File: src/hw/serial_port_pkg.sv
package serial_port_pkg;

	// ---------------------------------------------------------------
	// register byte offsets on the wishbone bus
	// ---------------------------------------------------------------
	localparam logic [7:0] OFS_STAT  = 8'h00; // port_status_control
	localparam logic [7:0] OFS_CON1  = 8'h04; // port_control_one
	localparam logic [7:0] OFS_CON2  = 8'h08; // port_control_two
	localparam logic [7:0] OFS_BUF   = 8'h0C; // data_buffer
	localparam logic [7:0] OFS_ISTAT = 8'h10; // interrupt status, read clears
	localparam logic [7:0] OFS_IMASK = 8'h14; // interrupt mask

	// ---------------------------------------------------------------
	// field positions
	// ---------------------------------------------------------------
	localparam int STAT_EN   = 15; // port_enable
	localparam int STAT_SIDL = 13; // stop_in_idle
	localparam int STAT_ROV  = 6;  // receive_overflow_flag
	localparam int STAT_TBF  = 1;  // transmit_buffer_full
	localparam int STAT_RBF  = 0;  // receive_buffer_full
	localparam int CON1_DCK  = 12; // clock_pin_disable
	localparam int CON1_DDO  = 11; // data_out_disable
	localparam int CON1_W16  = 10; // word_width_select
	localparam int CON1_SMP  = 9;  // sample_phase
	localparam int CON1_CKE  = 8;  // clock edge select
	localparam int CON1_SLAVE_SELECT_ENABLE = 7;  // slave_select_enable
	localparam int CON1_CKP  = 6;  // clock_polarity
	localparam int CON1_MST  = 5;  // master_enable
	localparam int CON1_SEC  = 2;  // secondary_prescale lsb
	localparam int CON1_PRI  = 0;  // primary_prescale lsb
	localparam int CON2_FEN  = 15; // framed_mode_enable
	localparam int CON2_FSD  = 14; // frame_sync_direction
	localparam int CON2_FPOL = 13; // frame_sync_polarity
	localparam int CON2_FDLY = 1;  // frame_sync_delay
	localparam int IRQ_RX    = 0;  // receive complete
	localparam int IRQ_TX    = 1;  // holding buffer emptied
	localparam int IRQ_OV    = 2;  // receive overflow

	// ---------------------------------------------------------------
	// masks, reset values, counts
	// ---------------------------------------------------------------
	localparam logic [15:0] STAT_WMASK = 16'hA000; // writable control bits
	localparam logic [15:0] CON1_WMASK = 16'h1FFF;
	localparam logic [15:0] CON2_WMASK = 16'hE002;
	localparam logic [15:0] FULL_MASK  = 16'hFFFF;
	localparam logic [15:0] REG_RESET  = 16'h0000;
	localparam logic [2:0]  IRQ_RESET  = 3'h0;
	localparam int          BITS_BYTE  = 8;
	localparam int          BITS_WORD  = 16;
	localparam logic [4:0]  LAST_BYTE  = 5'(2 * BITS_BYTE - 1);
	localparam logic [4:0]  LAST_WORD  = 5'(2 * BITS_WORD - 1);
	localparam logic [4:0]  SYNC_LAST  = 5'h01; // index of the last edge of a frame sync lead
	localparam logic [4:0]  FS_EDGES   = 5'h02; // edges of a coincident sync
	localparam logic [6:0]  PRIM_DIV64 = 7'h40;
	localparam logic [2:0]  SEC_TOP    = 3'h7;

	// engine states, gray along idle -> sync -> run
	typedef enum logic [1:0] {
		ST_IDLE = 2'b00,
		ST_SYNC = 2'b01,
		ST_RUN  = 2'b11
	} eng_state_t;

	// index of the last clock edge of a transfer
	function automatic logic [4:0] last_edge(input logic w16);
		return w16 ? LAST_WORD : LAST_BYTE;
	endfunction

endpackage

File: src/hw/serial_baud_gen.sv
`timescale 1ns/1ps
module serial_baud_gen import serial_port_pkg::*; (
	// clock and reset
	input  wire logic       i_core_clk,
	input  wire logic       i_arst_n,
	// divider setting
	input  wire logic       i_run,
	input  wire logic [1:0] i_prim,
	input  wire logic [2:0] i_sec,
	// one pulse per serial clock half period
	output logic            o_tick
);

	logic [5:0] pcnt_reg;  // primary stage count
	logic [5:0] pcnt_next;
	logic [2:0] scnt_reg;  // secondary stage count
	logic [2:0] scnt_next;
	logic       tick_reg;
	logic       tick_next;
	logic [5:0] ptop;      // primary terminal count
	logic [2:0] stop;      // secondary terminal count

	// ---------------------------------------------------------------
	// two chained prescalers
	// ---------------------------------------------------------------
	// primary divides by 64 >> 2*field, secondary by 8 - field
	always_comb begin
		ptop      = 6'((PRIM_DIV64 >> {i_prim, 1'b0}) - 7'h01);
		stop      = SEC_TOP - i_sec;
		pcnt_next = pcnt_reg;
		scnt_next = scnt_reg;
		tick_next = 1'b0;
		if (!i_run) begin
			// held at zero so a new transfer starts a full period
			pcnt_next = '0;
			scnt_next = '0;
		end else if (pcnt_reg == ptop) begin
			pcnt_next = '0;
			if (scnt_reg == stop) begin
				scnt_next = '0;
				tick_next = 1'b1;
			end else begin
				scnt_next = scnt_reg + 3'h1;
			end
		end else begin
			pcnt_next = pcnt_reg + 6'h01;
		end
	end

	// registers only
	always_ff @(posedge i_core_clk or negedge i_arst_n) begin
		if (!i_arst_n) begin
			pcnt_reg <= '0;
			scnt_reg <= '0;
			tick_reg <= 1'b0;
		end else begin
			pcnt_reg <= pcnt_next;
			scnt_reg <= scnt_next;
			tick_reg <= tick_next;
		end
	end

	assign o_tick = tick_reg;

endmodule

File: src/hw/serial_port_ctrl.sv
// The Wishbone slave port and the address map are this design's own decisions.
`timescale 1ns/1ps
module serial_port_ctrl import serial_port_pkg::*; (
	// clock and reset
	input  wire logic        i_core_clk,
	input  wire logic        i_arst_n,
	// wishbone slave
	input  wire logic        i_wb_cyc,
	input  wire logic        i_wb_stb,
	input  wire logic        i_wb_we,
	input  wire logic [7:0]  i_wb_adr,
	input  wire logic [31:0] i_wb_dat,
	input  wire logic [3:0]  i_wb_sel,
	output logic             o_wb_ack,
	output logic [31:0]      o_wb_dat,
	// system
	input  wire logic        i_cpu_idle,
	output logic             o_irq,
	// serial pins
	input  wire logic        i_sck,
	output logic             o_sck,
	output logic             o_sck_oe,
	input  wire logic        i_sdi,
	output logic             o_sdo,
	output logic             o_sdo_oe,
	input  wire logic        i_ss,
	output logic             o_ss,
	output logic             o_ss_oe
);

	// ---------------------------------------------------------------
	// declarations
	// ---------------------------------------------------------------
	logic        en_reg, en_next;       // port_enable
	logic        sidl_reg, sidl_next;   // stop_in_idle
	logic        rov_reg, rov_next;     // receive_overflow_flag
	logic        tbf_reg, tbf_next;     // transmit_buffer_full
	logic        rbf_reg, rbf_next;     // receive_buffer_full
	logic [15:0] con1_reg, con1_next;
	logic [15:0] con2_reg, con2_next;
	logic [15:0] txh_reg, txh_next;     // transmit_holding_buffer
	logic [15:0] rxh_reg, rxh_next;     // receive_holding_buffer
	logic [2:0]  istat_reg, istat_next; // sticky interrupt status
	logic [2:0]  imask_reg, imask_next;
	logic        ack_reg, ack_next;
	logic [31:0] rdat_reg, rdat_next;
	logic        irq_reg, irq_next;
	eng_state_t  st_reg, st_next;
	logic [4:0]  ecnt_reg, ecnt_next;   // clock edge index
	logic [15:0] tx_sh_reg, tx_sh_next; // shift_register, out half
	logic [15:0] rx_sh_reg, rx_sh_next; // shift_register, in half
	logic        sck_reg, sck_next;
	logic        sck_oe_reg, sck_oe_next;
	logic        sdo_reg, sdo_next;
	logic        sdo_oe_reg, sdo_oe_next;
	logic        ss_reg, ss_next;
	logic        ss_oe_reg, ss_oe_next;
	logic        sck_s1, sck_s2, sck_s3; // pin synchronisers
	logic        sdi_s1, sdi_s2;
	logic        ss_s1, ss_s2;
	logic        access, wr, rd;         // bus decode
	logic [15:0] stat_view, wval;
	logic        load_ev, done_ev;       // engine events
	logic [15:0] rx_word;
	logic        run, mst, w16, fen, fsd, fdly, clock_polarity;
	logic        tick, edge_ev, lead, chg, samp, fs_act, fs_in, sel_ok;

	// byte-lane merge of a 16-bit register with a write mask
	function automatic logic [15:0] merge16(input logic [15:0] old,
		input logic [31:0] din, input logic [3:0] sel, input logic [15:0] wm);
		logic [15:0] lane;
		lane = {{8{sel[1]}}, {8{sel[0]}}} & wm;
		return (old & ~lane) | (din[15:0] & lane);
	endfunction

	// ---------------------------------------------------------------
	// configuration decode
	// ---------------------------------------------------------------
	assign run  = en_reg & ~(sidl_reg & i_cpu_idle);
	assign mst  = con1_reg[CON1_MST];
	assign w16  = con1_reg[CON1_W16];
	assign clock_polarity  = con1_reg[CON1_CKP];
	assign fen  = con2_reg[CON2_FEN];
	assign fsd  = con2_reg[CON2_FSD];
	assign fdly = con2_reg[CON2_FDLY];
	assign access = i_wb_cyc & i_wb_stb & ~ack_reg;
	assign wr     = access & i_wb_we;
	assign rd     = access & ~i_wb_we;
	// reserved positions forced to zero in the read view
	assign stat_view = {en_reg, 1'b0, sidl_reg, 6'h00, rov_reg, 4'h0,
		tbf_reg, rbf_reg};

	// clock divider for master mode; at rest between unframed transfers so the
	// first edge of a word comes a full half period after its load
	serial_baud_gen u_baud (
		.i_core_clk (i_core_clk),
		.i_arst_n   (i_arst_n),
		.i_run      (run & mst & (fen | (st_reg != ST_IDLE))),
		.i_prim     (con1_reg[CON1_PRI +: 2]),
		.i_sec      (con1_reg[CON1_SEC +: 3]),
		.o_tick     (tick)
	);

	// ---------------------------------------------------------------
	// pin synchronisers
	// ---------------------------------------------------------------
	// two stages each and a third on the clock; stage two, and stage three of the clock, feed logic
	always_ff @(posedge i_core_clk or negedge i_arst_n) begin
		if (!i_arst_n) begin
			sck_s1 <= 1'b0;
			sck_s2 <= 1'b0;
			sck_s3 <= 1'b0;
			sdi_s1 <= 1'b0;
			sdi_s2 <= 1'b0;
			ss_s1  <= 1'b1;
			ss_s2  <= 1'b1;
		end else begin
			sck_s1 <= i_sck;
			sck_s2 <= sck_s1;
			sck_s3 <= sck_s2;
			sdi_s1 <= i_sdi;
			sdi_s2 <= sdi_s1;
			ss_s1  <= i_ss;
			ss_s2  <= ss_s1;
		end
	end

	// ---------------------------------------------------------------
	// bus slave, registers and flags
	// ---------------------------------------------------------------
	always_comb begin
		en_next    = en_reg;
		sidl_next  = sidl_reg;
		rov_next   = rov_reg;
		tbf_next   = tbf_reg;
		rbf_next   = rbf_reg;
		con1_next  = con1_reg;
		con2_next  = con2_reg;
		txh_next   = txh_reg;
		rxh_next   = rxh_reg;
		istat_next = istat_reg;
		imask_next = imask_reg;
		ack_next   = access;
		rdat_next  = '0;
		wval       = merge16({en_reg, 1'b0, sidl_reg, 13'h000}, i_wb_dat,
			i_wb_sel, STAT_WMASK);
		// a load empties the holding buffer; a same-cycle write refills it
		if (load_ev) begin
			tbf_next = 1'b0;
		end
		// reads: registered data, unmapped answers zero
		if (rd) begin
			case (i_wb_adr)
				OFS_STAT:  rdat_next = {16'h0000, stat_view};
				OFS_CON1:  rdat_next = {16'h0000, con1_reg};
				OFS_CON2:  rdat_next = {16'h0000, con2_reg};
				OFS_BUF: begin
					rdat_next = {16'h0000, rxh_reg};
					rbf_next  = 1'b0;
				end
				OFS_ISTAT: begin
					rdat_next  = {29'h0000000, istat_reg};
					istat_next = IRQ_RESET;
				end
				OFS_IMASK: rdat_next = {29'h0000000, imask_reg};
				default:   rdat_next = '0;
			endcase
		end
		// writes: masked so reserved bits hold zero
		if (wr) begin
			case (i_wb_adr)
				OFS_STAT: begin
					en_next   = wval[STAT_EN];
					sidl_next = wval[STAT_SIDL];
					if (i_wb_sel[0] && !i_wb_dat[STAT_ROV]) begin
						rov_next = 1'b0; // software clears overflow
					end
				end
				OFS_CON1: con1_next = merge16(con1_reg, i_wb_dat, i_wb_sel,
					CON1_WMASK);
				OFS_CON2: con2_next = merge16(con2_reg, i_wb_dat, i_wb_sel,
					CON2_WMASK);
				OFS_BUF: begin
					txh_next = merge16(txh_reg, i_wb_dat, i_wb_sel, FULL_MASK);
					tbf_next = 1'b1;
				end
				OFS_IMASK: begin
					if (i_wb_sel[0]) begin
						imask_next = i_wb_dat[2:0];
					end
				end
				default: ;
			endcase
		end
		// finished word: keep it, or drop it if buffer still unread
		if (done_ev) begin
			if (rbf_reg) begin
				rov_next = 1'b1;
				istat_next[IRQ_OV] = 1'b1;
			end else begin
				rxh_next = rx_word;
				rbf_next = 1'b1;
				istat_next[IRQ_RX] = 1'b1;
			end
		end
		if (load_ev) begin
			istat_next[IRQ_TX] = 1'b1;
		end
		irq_next = |(istat_next & imask_next);
	end

	// registers only
	always_ff @(posedge i_core_clk or negedge i_arst_n) begin
		if (!i_arst_n) begin
			en_reg    <= 1'b0;
			sidl_reg  <= 1'b0;
			rov_reg   <= 1'b0;
			tbf_reg   <= 1'b0;
			rbf_reg   <= 1'b0;
			con1_reg  <= REG_RESET;
			con2_reg  <= REG_RESET;
			txh_reg   <= REG_RESET;
			rxh_reg   <= REG_RESET;
			istat_reg <= IRQ_RESET;
			imask_reg <= IRQ_RESET;
			ack_reg   <= 1'b0;
			rdat_reg  <= '0;
			irq_reg   <= 1'b0;
		end else begin
			en_reg    <= en_next;
			sidl_reg  <= sidl_next;
			rov_reg   <= rov_next;
			tbf_reg   <= tbf_next;
			rbf_reg   <= rbf_next;
			con1_reg  <= con1_next;
			con2_reg  <= con2_next;
			txh_reg   <= txh_next;
			rxh_reg   <= rxh_next;
			istat_reg <= istat_next;
			imask_reg <= imask_next;
			ack_reg   <= ack_next;
			rdat_reg  <= rdat_next;
			irq_reg   <= irq_next;
		end
	end

	// ---------------------------------------------------------------
	// shift engine and pins
	// ---------------------------------------------------------------
	// master clock runs in a transfer, or always when framed
	assign edge_ev = mst ? (tick & ((st_reg == ST_RUN) | fen))
		: (sck_s2 ^ sck_s3);
	assign lead   = (mst ? ~sck_reg : sck_s2) != clock_polarity;
	assign chg    = (con1_reg[CON1_CKE] & ~fen) ? ~lead : lead;
	assign fs_in  = ss_s2 == con2_reg[CON2_FPOL];
	assign sel_ok = ~con1_reg[CON1_SLAVE_SELECT_ENABLE] | ~ss_s2;
	// sample at next change edge only in master mode
	assign samp   = (con1_reg[CON1_SMP] & mst)
		? ((chg & (ecnt_reg != 5'h00)) | (ecnt_reg == last_edge(w16))) : ~chg;

	always_comb begin
		st_next    = st_reg;
		ecnt_next  = ecnt_reg;
		tx_sh_next = tx_sh_reg;
		rx_sh_next = rx_sh_reg;
		sck_next   = (mst & edge_ev) ? ~sck_reg : sck_reg;
		load_ev    = 1'b0;
		done_ev    = 1'b0;
		if (!run) begin
			// off or halted: engine back to rest
			st_next  = ST_IDLE;
			ecnt_next = '0;
			sck_next = clock_polarity;
		end else begin
			unique case (st_reg)
				ST_IDLE: begin
					if (!fen) begin
						sck_next = clock_polarity;
					end
					ecnt_next = '0;
					if (fen & ~fsd) begin
						// own sync: start on a return-to-idle edge
						if (tbf_reg & edge_ev & ~lead) begin
							st_next = fdly ? ST_RUN : ST_SYNC;
							load_ev = 1'b1;
						end
					end else if (fen) begin
						// external sync seen on a leading edge
						if (edge_ev & lead & fs_in) begin
							st_next   = fdly ? ST_RUN : ST_SYNC;
							ecnt_next = 5'h01;
							load_ev   = tbf_reg;
						end
					end else if (mst) begin
						if (tbf_reg) begin
							st_next = ST_RUN;
							load_ev = 1'b1;
						end
					end else if (sel_ok) begin
						st_next = ST_RUN;
						load_ev = tbf_reg;
					end
					if (st_next != ST_IDLE) begin
						tx_sh_next = tbf_reg ? txh_reg : REG_RESET;
						rx_sh_next = REG_RESET;
					end
				end
				ST_SYNC: begin
					// one clock of sync ahead of the first bit
					if (edge_ev) begin
						if (ecnt_reg == SYNC_LAST) begin
							st_next   = ST_RUN;
							ecnt_next = '0;
						end else begin
							ecnt_next = ecnt_reg + 5'h01;
						end
					end
				end
				ST_RUN: begin
					if (!mst & !fen & con1_reg[CON1_SLAVE_SELECT_ENABLE] & ss_s2) begin
						st_next = ST_IDLE; // deselected: abandon word
					end else if (edge_ev) begin
						if (samp) begin
							rx_sh_next = {rx_sh_reg[14:0], sdi_s2};
						end
						if (chg & (ecnt_reg != 5'h00)) begin
							tx_sh_next = {tx_sh_reg[14:0], 1'b0};
						end
						if (ecnt_reg == last_edge(w16)) begin
							st_next = ST_IDLE;
							done_ev = 1'b1;
						end else begin
							ecnt_next = ecnt_reg + 5'h01;
						end
					end
				end
				default: st_next = ST_IDLE;
			endcase
		end
		rx_word = w16 ? rx_sh_next : {8'h00, rx_sh_next[7:0]};
		fs_act  = (st_next == ST_SYNC)
			| ((st_next == ST_RUN) & fdly & (ecnt_next < FS_EDGES));
		sdo_next    = w16 ? tx_sh_next[15] : tx_sh_next[7];
		sck_oe_next = run & mst & ~con1_reg[CON1_DCK];
		sdo_oe_next = run & ~con1_reg[CON1_DDO];
		ss_oe_next  = run & fen & ~fsd;
		ss_next     = con2_reg[CON2_FPOL] ? fs_act : ~fs_act;
	end

	// registers only
	always_ff @(posedge i_core_clk or negedge i_arst_n) begin
		if (!i_arst_n) begin
			st_reg     <= ST_IDLE;
			ecnt_reg   <= '0;
			tx_sh_reg  <= REG_RESET;
			rx_sh_reg  <= REG_RESET;
			sck_reg    <= 1'b0;
			sck_oe_reg <= 1'b0;
			sdo_reg    <= 1'b0;
			sdo_oe_reg <= 1'b0;
			ss_reg     <= 1'b1;
			ss_oe_reg  <= 1'b0;
		end else begin
			st_reg     <= st_next;
			ecnt_reg   <= ecnt_next;
			tx_sh_reg  <= tx_sh_next;
			rx_sh_reg  <= rx_sh_next;
			sck_reg    <= sck_next;
			sck_oe_reg <= sck_oe_next;
			sdo_reg    <= sdo_next;
			sdo_oe_reg <= sdo_oe_next;
			ss_reg     <= ss_next;
			ss_oe_reg  <= ss_oe_next;
		end
	end

	// outputs straight from flip-flops
	assign o_wb_ack = ack_reg;
	assign o_wb_dat = rdat_reg;
	assign o_irq    = irq_reg;
	assign o_sck    = sck_reg;
	assign o_sck_oe = sck_oe_reg;
	assign o_sdo    = sdo_reg;
	assign o_sdo_oe = sdo_oe_reg;
	assign o_ss     = ss_reg;
	assign o_ss_oe  = ss_oe_reg;
endmodule

File: config.mk
export PLATFORM = sky130hd
export DESIGN_NAME = serial_port_ctrl
export DESIGN_NICKNAME = d
export VERILOG_FILES = /design/src/hw/serial_port_pkg.sv /design/src/hw/serial_baud_gen.sv /design/src/hw/serial_port_ctrl.sv
export SDC_FILE = /design/constraint.sdc
export NUM_CORES = 1
export LEC_CHECK = 0
export ABC_AREA = 1
export BUFFER_PORTS_ARGS = -buffer_cell sky130_fd_sc_hd__buf_2
export CAP_MARGIN = 25
export CORE_MARGIN = 3
export CORE_UTILIZATION = 25
export DETAILED_ROUTE_END_ITERATION = 16
export SYNTH_ARGS = -nofsm -noshare
export SYNTH_HDL_FRONTEND = slang
export SYNTH_HIERARCHICAL = 1
export SYNTH_SLANG_ARGS = --single-unit
File: constraint.sdc
create_clock -name i_core_clk -period 6.4 [get_ports i_core_clk]
set_clock_uncertainty 0.2 [all_clocks]
set_input_delay 1.28 -clock i_core_clk [delete_from_list [all_inputs] [get_ports i_core_clk]]
set_output_delay 1.28 -clock i_core_clk [all_outputs]
set_load 0.01 [all_outputs]
# Word level (Yosys, flattened, before mapping)
# Cells that the tools add are included.
dict set report word_totals {
  register_bits 171
  input_bits 53
  out_inout_bits 40
  elab_cells 241
}
dict set report classes {
  addsub 5
  n_lt_le_gt_ge 1
  n_eq_ne 20
  n_shift 1
  n_mux 98
  bitwise 64
  n_reduce_logical 17
}
# op count
set ops {}
lappend ops {{$mux W16} 13}
lappend ops {{$and A16 B16 Y16} 7}
lappend ops {{$pmux W16 S6} 1}
lappend ops {{$or A16 B16 Y16} 4}
lappend ops {{$pmux W16 S2} 2}
lappend ops {{$not A16 Y16} 3}
lappend ops {{$mux W1} 47}
lappend ops {{$mux W5} 7}
lappend ops {{$mux W2} 16}
lappend ops {{$and A1 B1 Y1} 27}
lappend ops {{$mux W3} 8}
lappend ops {{$and A16 B13 Y16} 1}
lappend ops {{$eq A8 B4 Y1 const B} 2}
lappend ops {{$eq A8 B5 Y1 const B} 2}
lappend ops {{$not A13 Y16} 1}
lappend ops {{$pmux W5 S3} 1}
lappend ops {{$not A1 Y1} 14}
lappend ops {{$mux W6} 2}
lappend ops {{$reduce_and A2 Y1} 5}
lappend ops {{$eq A8 B3 Y1 const B} 1}
lappend ops {{$logic_not A8 Y1} 1}
lappend ops {{$ne A2 B2 Y1 const B} 4}
lappend ops {{$shr A7 B3 Y6 const A} 1}
lappend ops {{$add A6 B1 Y6 const B} 1}
lappend ops {{other kinds (25)} 35}

# Longest topological paths before layout
dict set report depth {
  word_depth 19
  depth_mapped 19
  depth_no_buf 18
}

# Hierarchy
# The synthesis kept the hierarchy.
# mod n_inst cells_each area_each_um2
set modules_own_cells {}
lappend modules_own_cells {serial_port_ctrl 1 808 6622.6}
lappend modules_own_cells {serial_baud_gen 1 85 625.6}

# Worst setup path after synthesis
# OpenSTA, ideal clock, no wires.
dict set report synth_timing {
  kind {input to register}
  start {input i_wb_adr[7]}
  end {register with a tool-made name}
  t_arrival_ns 2.596
  slack_ns 3.473
  stages 9
  cell_sequence {nor2_1 > inv_1 > nor3_2 > inv_1 > nor4_2 > nand3_1 > clkbuf_1 > nand2_1 > o21ai_0}
}
# item line_no
set synth_rtl {}
lappend synth_rtl {{start, declared} serial_port_ctrl.sv:11} ;# input wire logic [7:0] i_wb_adr,

==> flow_summary.ini <==
[run_status]
run_status = complete, no violations

[timing]
grt_setup_unrepaired = no
fin_tns_setup_ns = 0
slew_headroom_pct = 36.01
layout_worst_path_cycle_share_pct = 57.03
finalHoldViolations = 0
slew_viol_final = 0
worst_slew_pin_slew_ns = 0.9563
max_clock_freq_mhz = 274.0
final_period_minus_worst_setup_slack_ns = 3.650
final_setup_violation_count = 0

[drt]
firstDrtPassIters = 5
detail_route.wirelength_um = 19140
wl_per_cell_um = 14.27
remaining_drcs = 0
vias_after_detailed_routing = 5990
drt-initial-drc-count = 556
detail-route-antenna-nets = 0
avgViaCountPerCell = 4.467

[die]
floorplan.initialDensity_pct = 25.74
design.die.area_um2 = 31070
die_height_um = 176.3
num_rows = 61
placeableCoreArea_um2 = 28160
chipWidth_um = 176.3
num_io_pins = 93

[global_route]
grt_pass1_vias = 5721
overflow = 0
first_pass_grt_wire_length_um = 30680
total_global_routing_track_utilization_pct = 12.65
largest_net_degree_at_the_start_of_global_routing = 89
antenna_found_initial = 0

[worst_setup_path]
end_kind = flip-flop
cpMostUsedCell = sky130_fd_sc_hd__nor2_1
worstSetupPathType = in2reg
arrival_ns = 3.78
worstPathMaxFanout = 16
cp_slowest_stage_delay_ns = 0.79
worst_r2r_path_depth = 15
critical_path.cell_chain = buf_2 -> nor2_1 -> inv_1 -> nor3_2 -> nand3_1 -> nor2_1 -> nand2_1 -> o21ai_0
worstSetupStartpointType = primary input
rrSetupSlack_ns = 2.80
reg_to_reg_endpoint = rxh_reg[12]
critical_path_required_ns = 6.53
critical_path.slowest_cell = sky130_fd_sc_hd__nor2_1
r2r-start = st_reg[0]

[synth]
yosys_register_bits = 140
synthCells = 893
synth_area_um2 = 7248
synth_edf_count = 0
avgSynthCellArea_um2 = 8.117
yosysWarningCount = 6
synth.yosys.seq_area_share_pct = 48.39
ys.flop_type = sky130_fd_sc_hd__dfrtp_1
synth-async-reset-ratio_pct = 100.0
distinct_cell_type_count_after_synthesis = 47

[clock_tree]
cts_inserted_buffers = 17
cts_tree = built
cts_max_path_buffers = 2
postCtsResizedCells = 0
cts.clk_slew.worst_paths_ns = 0.05
ctsHoldBuffers = 0
clk_latency_ns = 0.43
buffer_cell_driving_the_clock_tree_root = sky130_fd_sc_hd__clkbuf_16
htree_num_levels = 4
number_of_post_cts_setup_repair_buffers = 0
cts.sinks = 140

[placement]
detailedPlacementHpwl_um = 13900
dpl-instance-area_um2 = 7850
port-buffer-count = 58
cell_total_after_placement = 1309
gp_routability_congestion = 0.9183

[cells_and_area]
layout.cells.non_filler = 1341
finalInstanceArea_um2 = 8447
num-nets-final = 1012
filler_cell_count_in_the_final_layout = 2968
drive_gt1_share_pct = 17.03
insertedDiodeCount = 0
area_growth_pct = 16.54
layout.area.seq_um2 = 3507
multiInputGateArea_um2 = 3108

[power_and_ir_drop]
peakVddDrop_v = 0.0001840
power_density_nw_per_um2 = 238.4
power.leakage_uw = 0.004083

[hold_path]
min_delay_path_depth = 0
worst_hold_startpoint = sdi_s1
hold-path-endpoint = sdi_s2
hp-class = reg2reg

[flow_run]
cap_violations = 0
==> per-layer routing <==
metal / part of all wire (%) / up-vias / global-route usage, %
li1: - / 2953 / -
met1: 46 / 2835 / 17.14
met2: 46 / 170 / 19.76
met3: 4.6 / 32 / 2.538
met4: 2.6 / 0 / 5.213
met5: 0 / - / 0
==> Yosys cell counts, drive strengths merged, types with 3 or more instances <==
master	count	share of area (%)
o211ai	6	0.62
ha	9	1.6
nor3	12	0.97
nand3	67	5.4
inv	117	6.1
o21ai	117	8.8
a221oi	5	0.60
xor2	6	0.83
dfrtp	137	47
and2	5	0.43
xnor2	4	0.48
dfstp	3	1.1
nor2	60	3.7
a31oi	3	0.26
a21oi	19	1.5
nand2	258	14
clkinv	3	0.16
o31ai	5	0.52
clkbuf	10	0.55
buf	27	2.7
o21bai	3	0.31
nand4	9	0.86
==> cell type report <==
cell class	instances	area share (%)
Sequential cell	140	41.52
Multi-Input combinational cell	611	36.79
Clock buffer	22	5.732
Tap cell	378	5.599
Inverter	120	5.333
Timing Repair Buffer	60	3.688
Clock inverter	10	1.333
==> logic make-up after synthesis <==
group	after synthesis	share of synthesized area, %
DFF	140	48.39
buffers and inverters	157	9.512
other	1	0.05174
AOI/OAI and AO/OA	161	12.91
xor gates and xnor gates	10	1.312
and+or+nand+nor	415	26.27
adders and majority gates	9	1.554
==> worst max-delay path: cells and delay by family <==
| kind | cells | cell delay [ns] |
|---|---|---|
| AOI/OAI and AO/OA | 1 | 0.31 |
| buffers and inverters | 2 | 0.15 |
| and+or+nand+nor | 5 | 2.02 |
==> layout by cell type (no fill, tap or decap), types with 14 or more instances in the layout <==
cell,netlist,routed
sky130_fd_sc_hd__clkbuf_16,0,17
sky130_fd_sc_hd__a21oi_1,18,18
sky130_fd_sc_hd__dfrtp_1,137,137
sky130_fd_sc_hd__nand2_1,234,234
sky130_fd_sc_hd__inv_1,107,107
sky130_fd_sc_hd__o21ai_0,98,98
sky130_fd_sc_hd__nand2_2,21,21
sky130_fd_sc_hd__nand3_1,60,60
sky130_fd_sc_hd__buf_2,3,57
sky130_fd_sc_hd__nor2_1,52,52
sky130_fd_sc_hd__conb_1,1,16
sky130_fd_sc_hd__o21ai_2,14,14
==> through the flow <==
step           hold WS, ns  utilization [%]  setup slack (ns)  total power (uW)
6_report            0.1469            29.99             2.750              2014
5_1_grt             0.1577            29.99             2.483              2090
4_1_cts             0.1513            29.99             2.769              2032
3_5_place_dp        0.1396            27.87             2.329              1045
3_3_place_gp        0.1364            27.87             2.420              1043
2_1_floorplan       0.1312                -             3.473              1002
==> power by group <==
| part | total (uW) | internal (uW) | switching (uW) |
|---|---|---|---|
| Combinational | 110 | 32.8 | 76.8 |
| Sequential | 918 | 909 | 9.42 |
| Clock | 986 | 613 | 372 |
==> how the worst max path moves through the flow <==
stage / slack (ns) / startpoint / to
after floorplan: 3.47 / i_wb_adr[7] / flip-flop
after global placement: 2.42 / i_wb_adr[7] / flip-flop
after detailed placement: 2.33 / i_wb_adr[7] / flip-flop
after CTS: 2.77 / i_wb_adr[7] / flip-flop
after global routing: 2.48 / i_wb_adr[7] / flip-flop
final: 2.75 / i_wb_adr[7] / flip-flop
No activity file was read; power rests on OpenSTA's default activity.
